<file path="config.mk">
export PLATFORM = sky130hd
export DESIGN_NAME = pirs_pins
export DESIGN_NICKNAME = d
export VERILOG_FILES = /design/src/rtl/pirs_pkg.sv /design/src/rtl/pirs_regmem.sv /design/src/rtl/pirs_pins.sv
export SDC_FILE = /design/constraint.sdc
export NUM_CORES = 1
export LEC_CHECK = 0
export ABC_AREA = 0
export BUFFER_PORTS_ARGS = -buffer_cell sky130_fd_sc_hd__buf_2
export CORE_ASPECT_RATIO = 1.5
export CORE_MARGIN = 3
export CORE_UTILIZATION = 41
export CTS_BUF_LIST = sky130_fd_sc_hd__clkbuf_8
export CTS_CLUSTER_DIAMETER = 50
export DETAILED_ROUTE_END_ITERATION = 16
export HOLD_SLACK_MARGIN = 0.03
export PLACE_DENSITY = 0.58
export SYNTH_ARGS = -nofsm -noshare
export SYNTH_HDL_FRONTEND = slang
export SYNTH_HIERARCHICAL = 1
export SYNTH_SLANG_ARGS = --single-unit
</file>
<file path="constraint.sdc">
create_clock -name clk -period 4.7 [get_ports clk]
set_clock_uncertainty 0.1 [all_clocks]
set_input_delay 0.235 -clock clk [delete_from_list [all_inputs] [get_ports clk]]
set_output_delay 0.235 -clock clk [all_outputs]
set_load 0.02 [all_outputs]
</file>
<file path="src/rtl/pirs_pkg.sv">
// Package for the transceiver pin logic: register addresses, field positions,
// reset values and cycle counts shared by the pin block and its memory.
// Assumes a single 20 MHz system clock and 16-bit management registers.
package pirs_pkg;
   // Register addresses on the management bus.
   localparam logic [4:0] PIRS_ADDR_INT_CTRL = 5'h1b;
   localparam logic [4:0] PIRS_ADDR_PHY_CTRL = 5'h1f;
   // Interrupt polarity bit in the control register.
   localparam int PIRS_POL_BIT = 14;
   // Reset value of the polarity register: active-low interrupt.
   localparam logic [15:0] PIRS_PHY_CTRL_RST = 16'h0000;
   // Reset value of the interrupt control register.
   localparam logic [15:0] PIRS_INT_CTRL_RST = 16'h0000;
   // Enable bits sit in the high byte, status in the low byte.
   localparam int PIRS_EN_LSB = 8;
   // Pin option value that turns the shared pin into a wake event output.
   localparam logic [1:0] PIRS_PIN_OPT_WAKE = 2'h2;
   // Mode strap codes.
   localparam logic [3:0] PIRS_MODE_NAND = 4'h4;
   localparam logic [3:0] PIRS_MODE_PDOWN = 4'h7;
   // Core clock rate and the number of bits in one management frame.
   localparam int PIRS_CLK_HZ = 20_000_000;
   localparam int PIRS_MGMT_OP_CYCLES = 32;
   // Management frame opcodes.
   localparam logic [1:0] PIRS_OP_WRITE = 2'h1;
   localparam logic [1:0] PIRS_OP_READ = 2'h2;
endpackage : pirs_pkg

</file>
<file path="src/rtl/pirs_regmem.sv">
// Small register memory for the management registers of the pin block.
// Assumes one write port and one registered read port on the system clock.
`timescale 1ns/10ps
`default_nettype none
module pirs_regmem #(
   parameter int DEPTH = 32
)
(
   input wire logic clk,
   input wire logic rst_b,
   input wire logic wr_en,
   input wire logic [4:0] wr_addr,
   input wire logic [15:0] wr_data,
   input wire logic [4:0] rd_addr,
   output logic [15:0] rd_data
);
   import pirs_pkg::*;
   // Storage words, reset to zero.
   logic [15:0] mem_reg [DEPTH];
   // The address ports are five bits wide, so any other depth leaves words unreachable or out of range.
   if (DEPTH != 32)
   begin : g_depth_check
      $error("pirs_regmem needs DEPTH 32.");
   end
   // Write port.
   always_ff @(posedge clk)
   begin
      if (!rst_b)
      begin
         for (int i = 0; i < DEPTH; i++) mem_reg[i] <= 16'h0000;
      end
      else if (wr_en)
      begin
         mem_reg[wr_addr] <= wr_data;
      end
   end
   // Read data comes from a register so it is stable for a whole cycle.
   always_ff @(posedge clk)
   begin
      if (!rst_b)
      begin
         rd_data <= 16'h0000;
      end
      else
      begin
         rd_data <= mem_reg[rd_addr];
      end
   end
endmodule : pirs_regmem
`default_nettype wire

</file>
<file path="src/rtl/pirs_pins.sv">
// Pin logic of the transceiver: management serial port, interrupt/wake pin,
// 125 MHz clock output enable and strap capture.
// Assumes clk is the core clock; mgmt clock and data arrive asynchronously.
// Operation
// - Management data timed by management clock input.
// - Register 1Bh programs and reports interrupts.
// - Register 1Fh bit 14 sets polarity.
// - Pin option 2 gives low wake event.
// - Shared pin always driven both ways.
// - Optional 125 MHz clock output for MAC.
// - Active-low reset; straps taken at release.
// - Address strap three bits, top bits zero.
// - Mode strap: 0100 NAND, 0111 power-down.
`timescale 1ns/10ps
`default_nettype none
module pirs_pins
(
   input wire logic clk,
   input wire logic rst_b,
   input wire logic mgmt_clk,
   input wire logic mgmt_data_in,
   output logic mgmt_data_out,
   output logic mgmt_data_oe_b,
   input wire logic [7:0] int_events,
   input wire logic wake_event,
   input wire logic [1:0] pin_option,
   output logic int_pin_out,
   output logic int_pin_oe_b,
   input wire logic ref_clock_125_in,
   input wire logic ref_clock_125_strap_in,
   input wire logic ref_clock_125_en_strap,
   output logic ref_clock_125_out,
   output logic ref_clock_125_oe_b,
   input wire logic [2:0] mgmt_address_strap,
   input wire logic [3:0] mode_strap,
   output logic led_behaviour_strap,
   output logic [4:0] mgmt_address,
   output logic nand_tree_mode,
   output logic power_down_mode
);
   import pirs_pkg::*;
   // Three-stage synchronisers for the management clock and data.
   logic [2:0] mclk_sync_reg;
   logic [2:0] mdat_sync_reg;
   logic mclk_state_reg;
   logic mdat_state_reg;
   logic mclk_rise;
   logic mclk_fall;
   // Serial engine state.
   logic [5:0] bit_cnt_reg;
   logic [31:0] shift_reg;
   logic [15:0] tx_reg;
   logic tx_active_reg;
   logic [4:0] reg_addr_reg;
   logic [15:0] int_ctrl_reg;
   logic [15:0] phy_ctrl_reg;
   logic [15:0] rd_data;
   logic wr_en;
   logic strap_taken_reg;
   // Synchronise both inputs; a change counts once stages two and three agree.
   always_ff @(posedge clk)
   begin
      if (!rst_b)
      begin
         mclk_sync_reg <= 3'h0;
         mdat_sync_reg <= 3'h0;
      end
      else
      begin
         mclk_sync_reg <= {mclk_sync_reg[1:0], mgmt_clk};
         mdat_sync_reg <= {mdat_sync_reg[1:0], mgmt_data_in};
      end
   end
   // Filtered levels update only when the two late stages match.
   always_ff @(posedge clk)
   begin
      if (!rst_b)
      begin
         mclk_state_reg <= 1'b0;
         mdat_state_reg <= 1'b1;
      end
      else
      begin
         if (mclk_sync_reg[1] == mclk_sync_reg[2]) mclk_state_reg <= mclk_sync_reg[2];
         if (mdat_sync_reg[1] == mdat_sync_reg[2]) mdat_state_reg <= mdat_sync_reg[2];
      end
   end
   assign mclk_rise = (mclk_sync_reg[2:1] == 2'b11) && !mclk_state_reg;
   assign mclk_fall = (mclk_sync_reg[2:1] == 2'b00) && mclk_state_reg;
   // Frame engine: after preamble of ones, a start 01 begins a 32-bit frame.
   // Data is taken on management clock rising edges only.
   always_ff @(posedge clk)
   begin
      if (!rst_b)
      begin
         bit_cnt_reg <= 6'h00;
         shift_reg <= 32'h0000_0000;
         reg_addr_reg <= 5'h00;
      end
      else if (mclk_rise)
      begin
         shift_reg <= {shift_reg[30:0], mdat_state_reg};
         if (bit_cnt_reg == 6'h00)
         begin
            // Wait for start pattern 0 then 1 after idle ones.
            if (shift_reg[0] == 1'b0 && mdat_state_reg && shift_reg[1]) bit_cnt_reg <= 6'h02;
         end
         else if (bit_cnt_reg == 6'(PIRS_MGMT_OP_CYCLES - 1))
         begin
            bit_cnt_reg <= 6'h00;
         end
         else
         begin
            bit_cnt_reg <= bit_cnt_reg + 6'h01;
         end
         // The register address occupies frame bits 9 to 13; it is complete on bit 13.
         if (bit_cnt_reg == 6'h0d) reg_addr_reg <= {shift_reg[3:0], mdat_state_reg};
      end
   end
   // A write completes on the last bit of a write frame.
   assign wr_en = mclk_rise && (bit_cnt_reg == 6'(PIRS_MGMT_OP_CYCLES - 1))
                  && (shift_reg[28:27] == PIRS_OP_WRITE);
   // Register storage for the other addresses lives in the memory module.
   pirs_regmem #(.DEPTH(32)) u_mem
   (
      .clk(clk),
      .rst_b(rst_b),
      .wr_en(wr_en),
      .wr_addr(reg_addr_reg),
      .wr_data({shift_reg[14:0], mdat_state_reg}),
      .rd_addr(reg_addr_reg),
      .rd_data(rd_data)
   );
   // Interrupt control: enables written, status sticky; set wins over clear.
   always_ff @(posedge clk)
   begin
      if (!rst_b)
      begin
         int_ctrl_reg <= PIRS_INT_CTRL_RST;
      end
      else
      begin
         if (wr_en && reg_addr_reg == PIRS_ADDR_INT_CTRL)
            int_ctrl_reg[15:8] <= shift_reg[14:7];
         // Reading the status clears it, but new events still land.
         if (mclk_fall && bit_cnt_reg == 6'h10 && reg_addr_reg == PIRS_ADDR_INT_CTRL
             && shift_reg[13:12] == PIRS_OP_READ)
            int_ctrl_reg[7:0] <= int_events;
         else
            int_ctrl_reg[7:0] <= int_ctrl_reg[7:0] | int_events;
      end
   end
   // Polarity register.
   always_ff @(posedge clk)
   begin
      if (!rst_b)
      begin
         phy_ctrl_reg <= PIRS_PHY_CTRL_RST;
      end
      else if (wr_en && reg_addr_reg == PIRS_ADDR_PHY_CTRL)
      begin
         phy_ctrl_reg <= {shift_reg[14:0], mdat_state_reg};
      end
   end
   // Turnaround load and shift-out of read data on falling edges.
   always_ff @(posedge clk)
   begin
      if (!rst_b)
      begin
         tx_reg <= 16'h0000;
         tx_active_reg <= 1'b0;
      end
      else if (mclk_fall)
      begin
         // At the turnaround the opcode sits in frame bits 2 and 3, that is shift_reg[13:12].
         if (bit_cnt_reg == 6'h10 && shift_reg[13:12] == PIRS_OP_READ)
         begin
            tx_active_reg <= 1'b1;
            if (reg_addr_reg == PIRS_ADDR_INT_CTRL) tx_reg <= int_ctrl_reg;
            else if (reg_addr_reg == PIRS_ADDR_PHY_CTRL) tx_reg <= phy_ctrl_reg;
            else tx_reg <= rd_data;
         end
         else if (tx_active_reg)
         begin
            tx_reg <= {tx_reg[14:0], 1'b0};
            if (bit_cnt_reg == 6'h00) tx_active_reg <= 1'b0;
         end
      end
   end
   assign mgmt_data_out = tx_reg[15];
   assign mgmt_data_oe_b = !tx_active_reg;
   // Interrupt or wake pin, always driven in both directions.
   always_ff @(posedge clk)
   begin
      if (!rst_b)
      begin
         int_pin_out <= 1'b1;
      end
      else if (pin_option == PIRS_PIN_OPT_WAKE)
      begin
         int_pin_out <= !wake_event;
      end
      else
      begin
         // Held active while any enabled status stays set.
         int_pin_out <= (|(int_ctrl_reg[7:0] & int_ctrl_reg[15:8])) ^ !phy_ctrl_reg[PIRS_POL_BIT];
      end
   end
   assign int_pin_oe_b = 1'b0;
   // Strap capture at the first clock after reset release.
   always_ff @(posedge clk)
   begin
      if (!rst_b)
      begin
         strap_taken_reg <= 1'b0;
         led_behaviour_strap <= 1'b0;
         mgmt_address <= 5'h00;
         nand_tree_mode <= 1'b0;
         power_down_mode <= 1'b0;
         ref_clock_125_oe_b <= 1'b1;
      end
      else if (!strap_taken_reg)
      begin
         strap_taken_reg <= 1'b1;
         led_behaviour_strap <= ref_clock_125_strap_in;
         mgmt_address <= {2'b00, mgmt_address_strap};
         nand_tree_mode <= (mode_strap == PIRS_MODE_NAND);
         power_down_mode <= (mode_strap == PIRS_MODE_PDOWN);
         ref_clock_125_oe_b <= !ref_clock_125_en_strap;
      end
   end
   // The 125 MHz clock comes from the analog PLL; it is only gated here.
   assign ref_clock_125_out = ref_clock_125_in & !ref_clock_125_oe_b;
   // Polarity default is active low after reset.
   pol_rst_a: assert property (@(posedge clk) $rose(rst_b) |-> !phy_ctrl_reg[PIRS_POL_BIT])
      else $error("Polarity not active low after reset.");
   pin_drive_a: assert property (@(posedge clk) disable iff (!rst_b) !int_pin_oe_b)
      else $error("Interrupt pin not driven.");
   wake_pin_a: assert property (@(posedge clk) disable iff (!rst_b)
      pin_option == PIRS_PIN_OPT_WAKE && wake_event && $stable(pin_option) |=> !int_pin_out)
      else $error("Wake event not driven low.");
   addr_top_a: assert property (@(posedge clk) mgmt_address[4:3] == 2'b00)
      else $error("Address top bits not zero.");
   strap_hold_a: assert property (@(posedge clk) disable iff (!rst_b)
      strap_taken_reg && $past(strap_taken_reg) |-> $stable(mgmt_address) && $stable(nand_tree_mode))
      else $error("Strap changed after capture.");
   // The pin is registered, so it follows the polarity that stood when the cause was seen.
   int_level_a: assert property (@(posedge clk) disable iff (!rst_b)
      pin_option != PIRS_PIN_OPT_WAKE && $stable(pin_option) && $stable(phy_ctrl_reg)
      && (|(int_ctrl_reg[7:0] & int_ctrl_reg[15:8])) |=> int_pin_out == $past(phy_ctrl_reg[PIRS_POL_BIT]))
      else $error("Interrupt not active while enabled status set.");
   mode_code_a: assert property (@(posedge clk) !(nand_tree_mode && power_down_mode))
      else $error("Two strap modes at once.");
   clk_gate_a: assert property (@(posedge clk) disable iff (!rst_b)
      ref_clock_125_oe_b |-> !ref_clock_125_out)
      else $error("Clock output active while disabled.");
endmodule : pirs_pins
`default_nettype wire

</file>
== After elaboration in Yosys (flattened, before gate mapping) ==
Memories as Yosys holds them, arrays and structs flattened. A register that Yosys moved wholly into a read port is not among the register bits.
Cells that the tools add are included.
Cells by class
  add/subtract/negate cells: 1
  equality and inequality tests: 14
  mux-type cells: 20
  bitwise operators: 5
  reductions and logical operators: 27
Operators with widths (number)
  16-bit 2-to-1 mux: 5
  6-bit 2-to-1 mux: 3
  16-bit OR reduction: 1
  6-bit by 5-bit == test with 1-bit output, second input constant: 2
  1-bit logical AND: 12
  5-bit == test, second input constant: 2
  1-bit 2-to-1 mux: 10
  8-bit bitwise AND: 1
  4-bit by 3-bit == test with 1-bit output, second input constant: 2
  8-bit 2-to-1 mux: 1
  8-bit bitwise OR: 1
  8-bit OR reduction: 1
  1-bit zero test: 7
  6-bit by 1-bit adder with 6-bit output, second input constant: 1
  2-bit == test, second input constant: 3
  6-bit by 4-bit == test with 1-bit output, second input constant: 1
  6-bit zero test: 1
  2-bit AND reduction: 3
  5-bit 2-to-1 mux: 1
  1-bit == test: 2
  2-bit by 1-bit == test with 1-bit output, second input constant: 1
  2-bit zero test: 1
  2-bit by 1-bit != test with 1-bit output, second input constant: 1
  2-bit nonzero test: 1
  other kinds (3): 3
Storage, ports and cells
  register bits after elaboration: 106
  RAM bits: 512
  bits of input ports: 25
  output and inout port bits: 14
  word-level logic and storage cells: 87
  memories: 1
Memories
  u_mem.mem_reg: depth 32, bits a word 16, read ports 1, clocked after memory_dff 1, wr ports 32, RTL line pirs_regmem.sv:19  | logic [15:0] mem_reg [DEPTH];

== Longest topological paths before layout ==
Gate-level depths: netlist of the first run.
  depth in word-level cells: 9
  gate-level depth with buffers: 13
  mapped depth without buffers: 8

== Modules after synthesis ==
Netlist of the first run, hierarchy kept.
By module, submodules not included
  pirs_regmem: times used 1, cells each 1528, area an instance 23943.0 µm², sequential area each 15695.1 µm²
  pirs_pins: times used 1, cells each 535, area an instance 4838.4 µm², sequential area each 2122.0 µm²

== Worst setup path before layout of the first run ==
Ideal clock, no wire load.
  path type: reg2reg
  from: register mclk_sync_reg[2]
  to: memory u_mem.mem_reg[12][0], enable pin
  library setup time: 0.411 ns
  data arrival time: 3.276 ns
  required time: 4.189 ns
  path slack: 0.913 ns
  stages on the path, launching flop included: 12
  buffers on the path: 4
  period minus slack after synthesis: 3.787 ns
  cell sequence: dfxtp_1 -> ha_1 -> nor2b_1 -> clkbuf_1 -> nand3_1 -> clkinv_1 -> buf_2 -> nand2_1 -> or3_1 -> buf_2 -> buf_2 -> o21ai_0
RTL lines
  start, declared: RTL line pirs_pins.sv:43  | logic [2:0] mclk_sync_reg;
  start signal, assigned: RTL line pirs_pins.sv:70  | mclk_sync_reg <= {mclk_sync_reg[1:0], mgmt_clk};
  end, declared: RTL line pirs_regmem.sv:19

==> out/metrics.yaml, run 1 <==
worst_setup_path:
  crit_arrival_ps: 4010
  crit_family: "simple AND/OR/NAND/NOR gates"
  cp-start-kind: "flip-flop"
  cp_slowest_cell: "nor2_1"
  cp_cell_sequence: "nor4bb_1, nand3_1, buf_4, clkinv_1, nand4b_1, buf_4, nor2_1, and2_1"
  cp.depth: 8
  cp_common_cell: "buf_4"
  path_buf_inv: 3
  slowest_delay_ps: 840
  worstPathRequired_ps: 5120
  worstSetupPathType: "reg2reg"
  reg2reg_depth: 8
  end_kind: "flip-flop"
  cp_max_fo: 25
logic_synthesis:
  yosysWarnings: 6
  async_flop_share_pct: 0
  synth-main-ff-cell: "edfxtp_1"
  synthesis.area_mm2: 0.0288
  synth_top_area_share_pct: 53.4
  synth-seq-cells: 634
  yosysUniqueCellTypes: 71
  postSynthCellCount: 2063
  synth_largest_area_cell: "edfxtp_1"
  synth_area_leaders: "edfxtp_1, and2_1, dfxtp_1"
  syn_avg_cell_area_um2: 14.0
  synth-edff-count: 512
  yosysSeqAreaShare_pct: 61.9
drt:
  first_pass_iters: 7
  vias_per_cell: 5.53
  vias: 17069
  postRouteAntennaNets: 0
  drt_wl_total_um: 75300
  drc_errors: 0
  wl_per_cell_um: 24.4
  drtIter0Drc: 1389
pwr:
  ir_worst_vdd_uv: 198
  p_per_area_mw_per_mm2: 349
  finalPower_w: 0.0111
  p_leak_nw: 10.5
floorplanning:
  fp.coreArea_mm2: 0.0692
  fp.dieArea_mm2: 0.0735
  die_w_um: 222
  start_util_pct: 41.6
  io_pins: 39
  die_h_um: 330
  rows: 118
place:
  hpwl_um: 45300
  io_buffers: 35
  placed_area_mm2: 0.0297
  globalplace.congestion: 0.830
sta:
  setup_tns_ps: 0
  finalCriticalPeriod_ps: 3600
  tightest_slew_ps: 1350
  hold_violations: 0
  max_freq_ghz: 0.278
  slew_headroom_pct: 9.49
  rsz0062_at_grt: "false"
  setup_viol: 0
  final.period_utilization_pct: 76.5
  slew_violations: 0
job:
  max_cap_viol_count: 0
clock_tree:
  cts_tree: "built"
  cts_resized: 0
  htreeDepth: 3
  cts_buffer_depth: 3
  numCtsBuffers: 93
  root_buffer: "clkbuf_8"
  insertion_delay_ps: 680
  clkSinkCount: 634
  clk_pin_slew_ps: 60
worst_hold_path:
  worstHoldPathType: "in2reg"
  holdPathStages: 3
run_status:
  status: "complete, no violations"
layout:
  fin_nets: 2133
  seq_area_mm2: 0.0178
  stdcell_area_mm2: 0.0317
  drive_above_1_share_pct: 17.9
  final_util_pct: 45.8
  syn2layout_area_growth_pct: 10.2
  fillers: 6089
  multiInputGateArea_mm2: 0.0100
  largest_reg_flops: 512
global_routing:
  gr-total-overflow: 0
  grt_max_degree: 102
  antenna_found_initial: 1
  grt_usage_pct: 20.5
  grt_pass1_wl_um: 113000
  grt_pass1_vias: 17657
tightest hold or removal path: cells and delay by family:
family | cells | cell delay, ps
AOI/OAI and AO/OA | 1 | 100
buffers and inverters | 2 | 610
layer usage:
metal / vias up / global-route usage [%] / share of wire, %
met1: 8731 / 24.6 / 39
met5: - / 0 / 0
met3: 129 / 2.61 / 4.8
met2: 536 / 37.1 / 52
li1: 7673 / - / -
met4: 0 / 8.99 / 4.3
Yosys cell counts, types with 12 or more instances:
library cell / number
a221oi_1: 12
mux4_2: 89
o21a_1: 16
nor2b_1: 16
a221o_1: 15
a31oi_1: 18
nand2_1: 77
mux2i_1: 45
mux4_1: 23
a22oi_1: 20
nand3_1: 41
a21oi_1: 18
clkbuf_1: 126
nor2_1: 34
buf_4: 12
and2_1: 520
a21boi_0: 53
edfxtp_1: 512
o221ai_1: 15
mux2_2: 32
o221a_2: 14
buf_2: 22
o21ai_0: 86
nand2b_1: 19
dfxtp_1: 122
buf_6: 13
final cells by class:
type                       instances  share of cell area (%)
timing repair buffer             128                    2.98
inverter                           9                   0.106
multi-input combinational       1237                    31.5
clock inverter                    77                    1.34
tap                              900                    3.55
sequential                       634                    56.2
clock buffer                      99                    4.29
antenna                            2                  0.0158
worst paths after layout:
path,startpoint,to,slack [ps]
setup / recovery,bit_cnt_reg[4],u_mem/mem_reg[6][10],1100
hold / removal,int_events[1],int_ctrl_reg[1],200
setup reg to reg,bit_cnt_reg[4],u_mem/mem_reg[6][10],1100
hold reg to reg,mclk_sync_reg[0],mclk_sync_reg[1],340
cells by family (layout without fill, tap and decap cells):
kind of cell | after synthesis | in the layout | share of synthesized area (%)
other | 1 | 5 | 0.0130
and+or+nand+nor | 753 | 753 | 15.6
adders and majority gates | 5 | 5 | 0.217
xor gates and xnor gates | 5 | 5 | 0.152
muxes | 189 | 189 | 11.9
DFF | 634 | 634 | 61.9
buffers and inverters | 194 | 313 | 3.39
AOI/OAI and AO/OA | 282 | 282 | 6.89
placed cells by master, fill, tap and decap left out, drive strengths merged, types with 4 or more instances in the layout:
master,instances
o21ai,86
nor2,46
dfxtp,122
nand3,41
o21a,16
bufinv,4
clkinvlp,5
inv,43
o221ai,16
nand2b,19
a221oi,12
a22oi,20
nand4,4
a31oi,18
mux4,112
dlygate4sd3,23
mux2i,45
nor2b,16
o2111ai,4
and2,521
nand3b,6
nand2,79
clkbuf,99
mux2,32
clkinv,34
o221a,15
a21boi,55
buf,105
a221o,15
edfxtp,512
a21oi,19
ha,5
report_power, final:
| group | switching, W | total, W | internal [W] |
|---|---|---|---|
| Combinational | 0.000235 | 0.000390 | 0.000155 |
| Clock | 0.00214 | 0.00431 | 0.00217 |
| Sequential | 0.0000750 | 0.00636 | 0.00629 |
| Total | 0.00245 | 0.0111 | 0.00861 |
repair_timing:
action                    4_1_cts  5_1_grt
buffers inserted                0        0
hold buffers                   23        0
hold endpoints to repair       36        0
metrics by stage:
| step | hold WS [ps] | cells | setup slack, ps |
|---|---|---|---|
| CTS | 137 | 3084 | 1190 |
| finish | 201 | 3086 | 1100 |
| global route | 178 | 3085 | 945 |
| global placement | 331 | 2885 | 1300 |
| detailed placement | 328 | 2885 | 1230 |
| floorplan | 163 | 2065 | 913 |
Note: power is estimated with default switching activity, not from simulation.
==> inputs of run 2 (changes only) <==
ABC_AREA = 1   (was 0)
PLACE_DENSITY = 0.6   (was 0.58)
clock period = 3.2 ns   (was 4.7 ns; I/O delays follow)
==> run 2 against run 1 <==
Effect of this change:
- critical path type unchanged
- first-iteration DRC count is 24% higher
- global-route usage is 1.6 points higher
- largest power group unchanged
- highest routed layer unchanged
- combinational power is 50% higher
- largest cell class unchanged
==> out/metrics.yaml, run 2 <==
run_status:
  status: "complete, no violations"
layout:
  drive_above_1_share_pct: 11.1
  fillers: 6701
  fin_nets: 3269
  multiInputGateArea_mm2: 0.00941
  largest_reg_flops: 512
  seq_area_mm2: 0.0178
  layout_common_cells: "nand2_1, nor2_1, edfxtp_1"
  syn2layout_area_growth_pct: 11.5
  stdcell_area_mm2: 0.0321
  final_common_cell: "nand2_1"
worst_setup_path:
  slowest_delay_ps: 400
  end_kind: "flip-flop"
  crit_family: "simple AND/OR/NAND/NOR gates"
  crit_arrival_ps: 3190
  critical_path.startpoint: "bit_cnt_reg[0]"
  cp_slowest_cell: "dfxtp_1"
  worstReg2RegStart: "bit_cnt_reg[0]"
  cp-start-kind: "flip-flop"
  worstSetupPathType: "reg2reg"
  path_buf_inv: 3
  worstPathRequired_ps: 3470
  cp_common_cell: "buf_4"
  cp_max_fo: 17
  cp_cell_sequence: "ha_1, nand3_4, nor4_4, buf_4, nand2_4, nor3_4, buf_4, nand2_2, nand2_1, buf_4"
pwr:
  ir_worst_vdd_uv: 369
  p_per_area_mw_per_mm2: 513
  p_leak_nw: 12.1
sta:
  rsz0062_at_grt: "false"
  setup_tns_ps: 0
  tightest_slew_ps: 1020
  slew_headroom_pct: 32.1
  hold_violations: 0
  holdWs_ps: 98.9
  slew_violations: 0
  finalCriticalPeriod_ps: 2920
  final.period_utilization_pct: 91.2
  setup_viol: 0
  max_freq_ghz: 0.343
  setup_slack_ps: 282
drt:
  wl_per_cell_um: 19.6
  drc_errors: 0
  vias: 21674
  drt_wl_total_um: 82400
  vias_per_cell: 5.14
  postRouteAntennaNets: 0
  drtIter0Drc: 1725
  first_pass_iters: 7
logic_synthesis:
  yosysSeqAreaShare_pct: 61.8
  synth-edff-count: 512
  synthesis.area_mm2: 0.0288
  synth-main-ff-cell: "edfxtp_1"
  yosysUniqueCellTypes: 30
  synthTopCellsByCount: "nand2_1, nor2_1, edfxtp_1"
  synth_largest_area_cell: "edfxtp_1"
  yosysMostFrequentCell: "nand2_1"
  synth_area_leaders: "edfxtp_1, nand2_1, nor2_1"
  syn_avg_cell_area_um2: 9.02
  synth_top_area_share_pct: 53.3
  synth-seq-cells: 634
  yosysWarnings: 6
  async_flop_share_pct: 0
  postSynthCellCount: 3195
clock_tree:
  cts_tree: "built"
  insertion_delay_ps: 710
  clkSinkCount: 634
  cts_buffer_depth: 3
  clk_pin_slew_ps: 60
  htreeDepth: 3
  numCtsBuffers: 94
  post_cts_buffers: 0
  root_buffer: "clkbuf_8"
global_routing:
  gr-total-overflow: 0
  grt_usage_pct: 22.1
  grt_pass1_vias: 21029
  grt_max_degree: 105
  grt_pass1_wl_um: 124000
  antenna_found_initial: 1
worst_hold_path:
  min_from: "ref_clock_125_en_strap"
  worstHoldPathType: "in2reg"
place:
  hpwl_um: 53300
  io_buffers: 35
  placed_area_mm2: 0.0300
  pre_cts_ws_ps: 13.1
  globalplace.congestion: 0.939
floorplanning:
  start_util_pct: 41.5
  rows: 118
  fp.dieArea_mm2: 0.0736
  die_w_um: 222
  fp.coreArea_mm2: 0.0694
  die_h_um: 331
  io_pins: 39
job:
  max_cap_viol_count: 0
## run 2: routing by layer
metal / up-vias / routed length (um) / track usage, %
li1: 10521 / - / -
met1: 10220 / 31600 / 25.2
met2: 723 / 41800 / 39.9
met3: 210 / 3910 / 2.84
met4: 0 / 5120 / 13.0
met5: - / 0 / 0
## run 2: stage by stage
step | cells | util (%) | total power [W]
2_1_floorplan | 3197 | - | 0.00981
5_1_grt | 4216 | 46.3 | 0.0171
6_report | 4216 | 46.3 | 0.0165
3_3_place_gp | 4018 | 43.3 | 0.0101
3_5_place_dp | 4018 | 43.3 | 0.0101
4_1_cts | 4215 | 46.3 | 0.0167
## run 2: worst paths after layout
check | endpoint | slack [ps] | cells after the start
max | u_mem/mem_reg[9][1] | 280 | 10
min | ref_clock_125_oe_b | 100 | 3
max reg2reg | u_mem/mem_reg[9][1] | 280 | 10
min reg2reg | mclk_sync_reg[1] | 320 | 2
## run 2: what timing repair did
item,in CTS,in global routing
hold buffers,25,0
resized for setup,2,1
gates cloned,0,0
endpoints found under the setup margin,21,55
endpoints found under the hold margin,52,0
pin swaps,0,0
## run 2: tightest hold or removal path: stages
cell	delay, ps
dlygate4sd3_1	520
buf_2	90
o21ai_0	60
## run 2: area by class of cell
type                    instances  area share (%)
diodes                          1         0.00778
clock buffers                 102            4.37
clock inverters                70            1.42
inverters                     125            1.49
multi-input cells            2211            29.3
flip-flops and latches        634            55.5
well taps                     900            3.50
repair buffers                173            4.48
## run 2: cells by family after synthesis
| kind of cell | share of synthesized area [%] |
|---|---|
| other | 0.0130 |
| flip-flops | 61.8 |
| adder cells (fa/ha/maj) | 0.217 |
| XOR/XNOR | 0.0304 |
| buffers and inverters | 5.61 |
| AND/OR/NAND/NOR | 29.8 |
| AO/OA/AOI/OAI | 2.48 |
## run 2: power by group
group / internal [W] / switching [W]
sequential: 0.00923 / 0.000109
combinational: 0.000167 / 0.000417
clock: 0.00343 / 0.00316
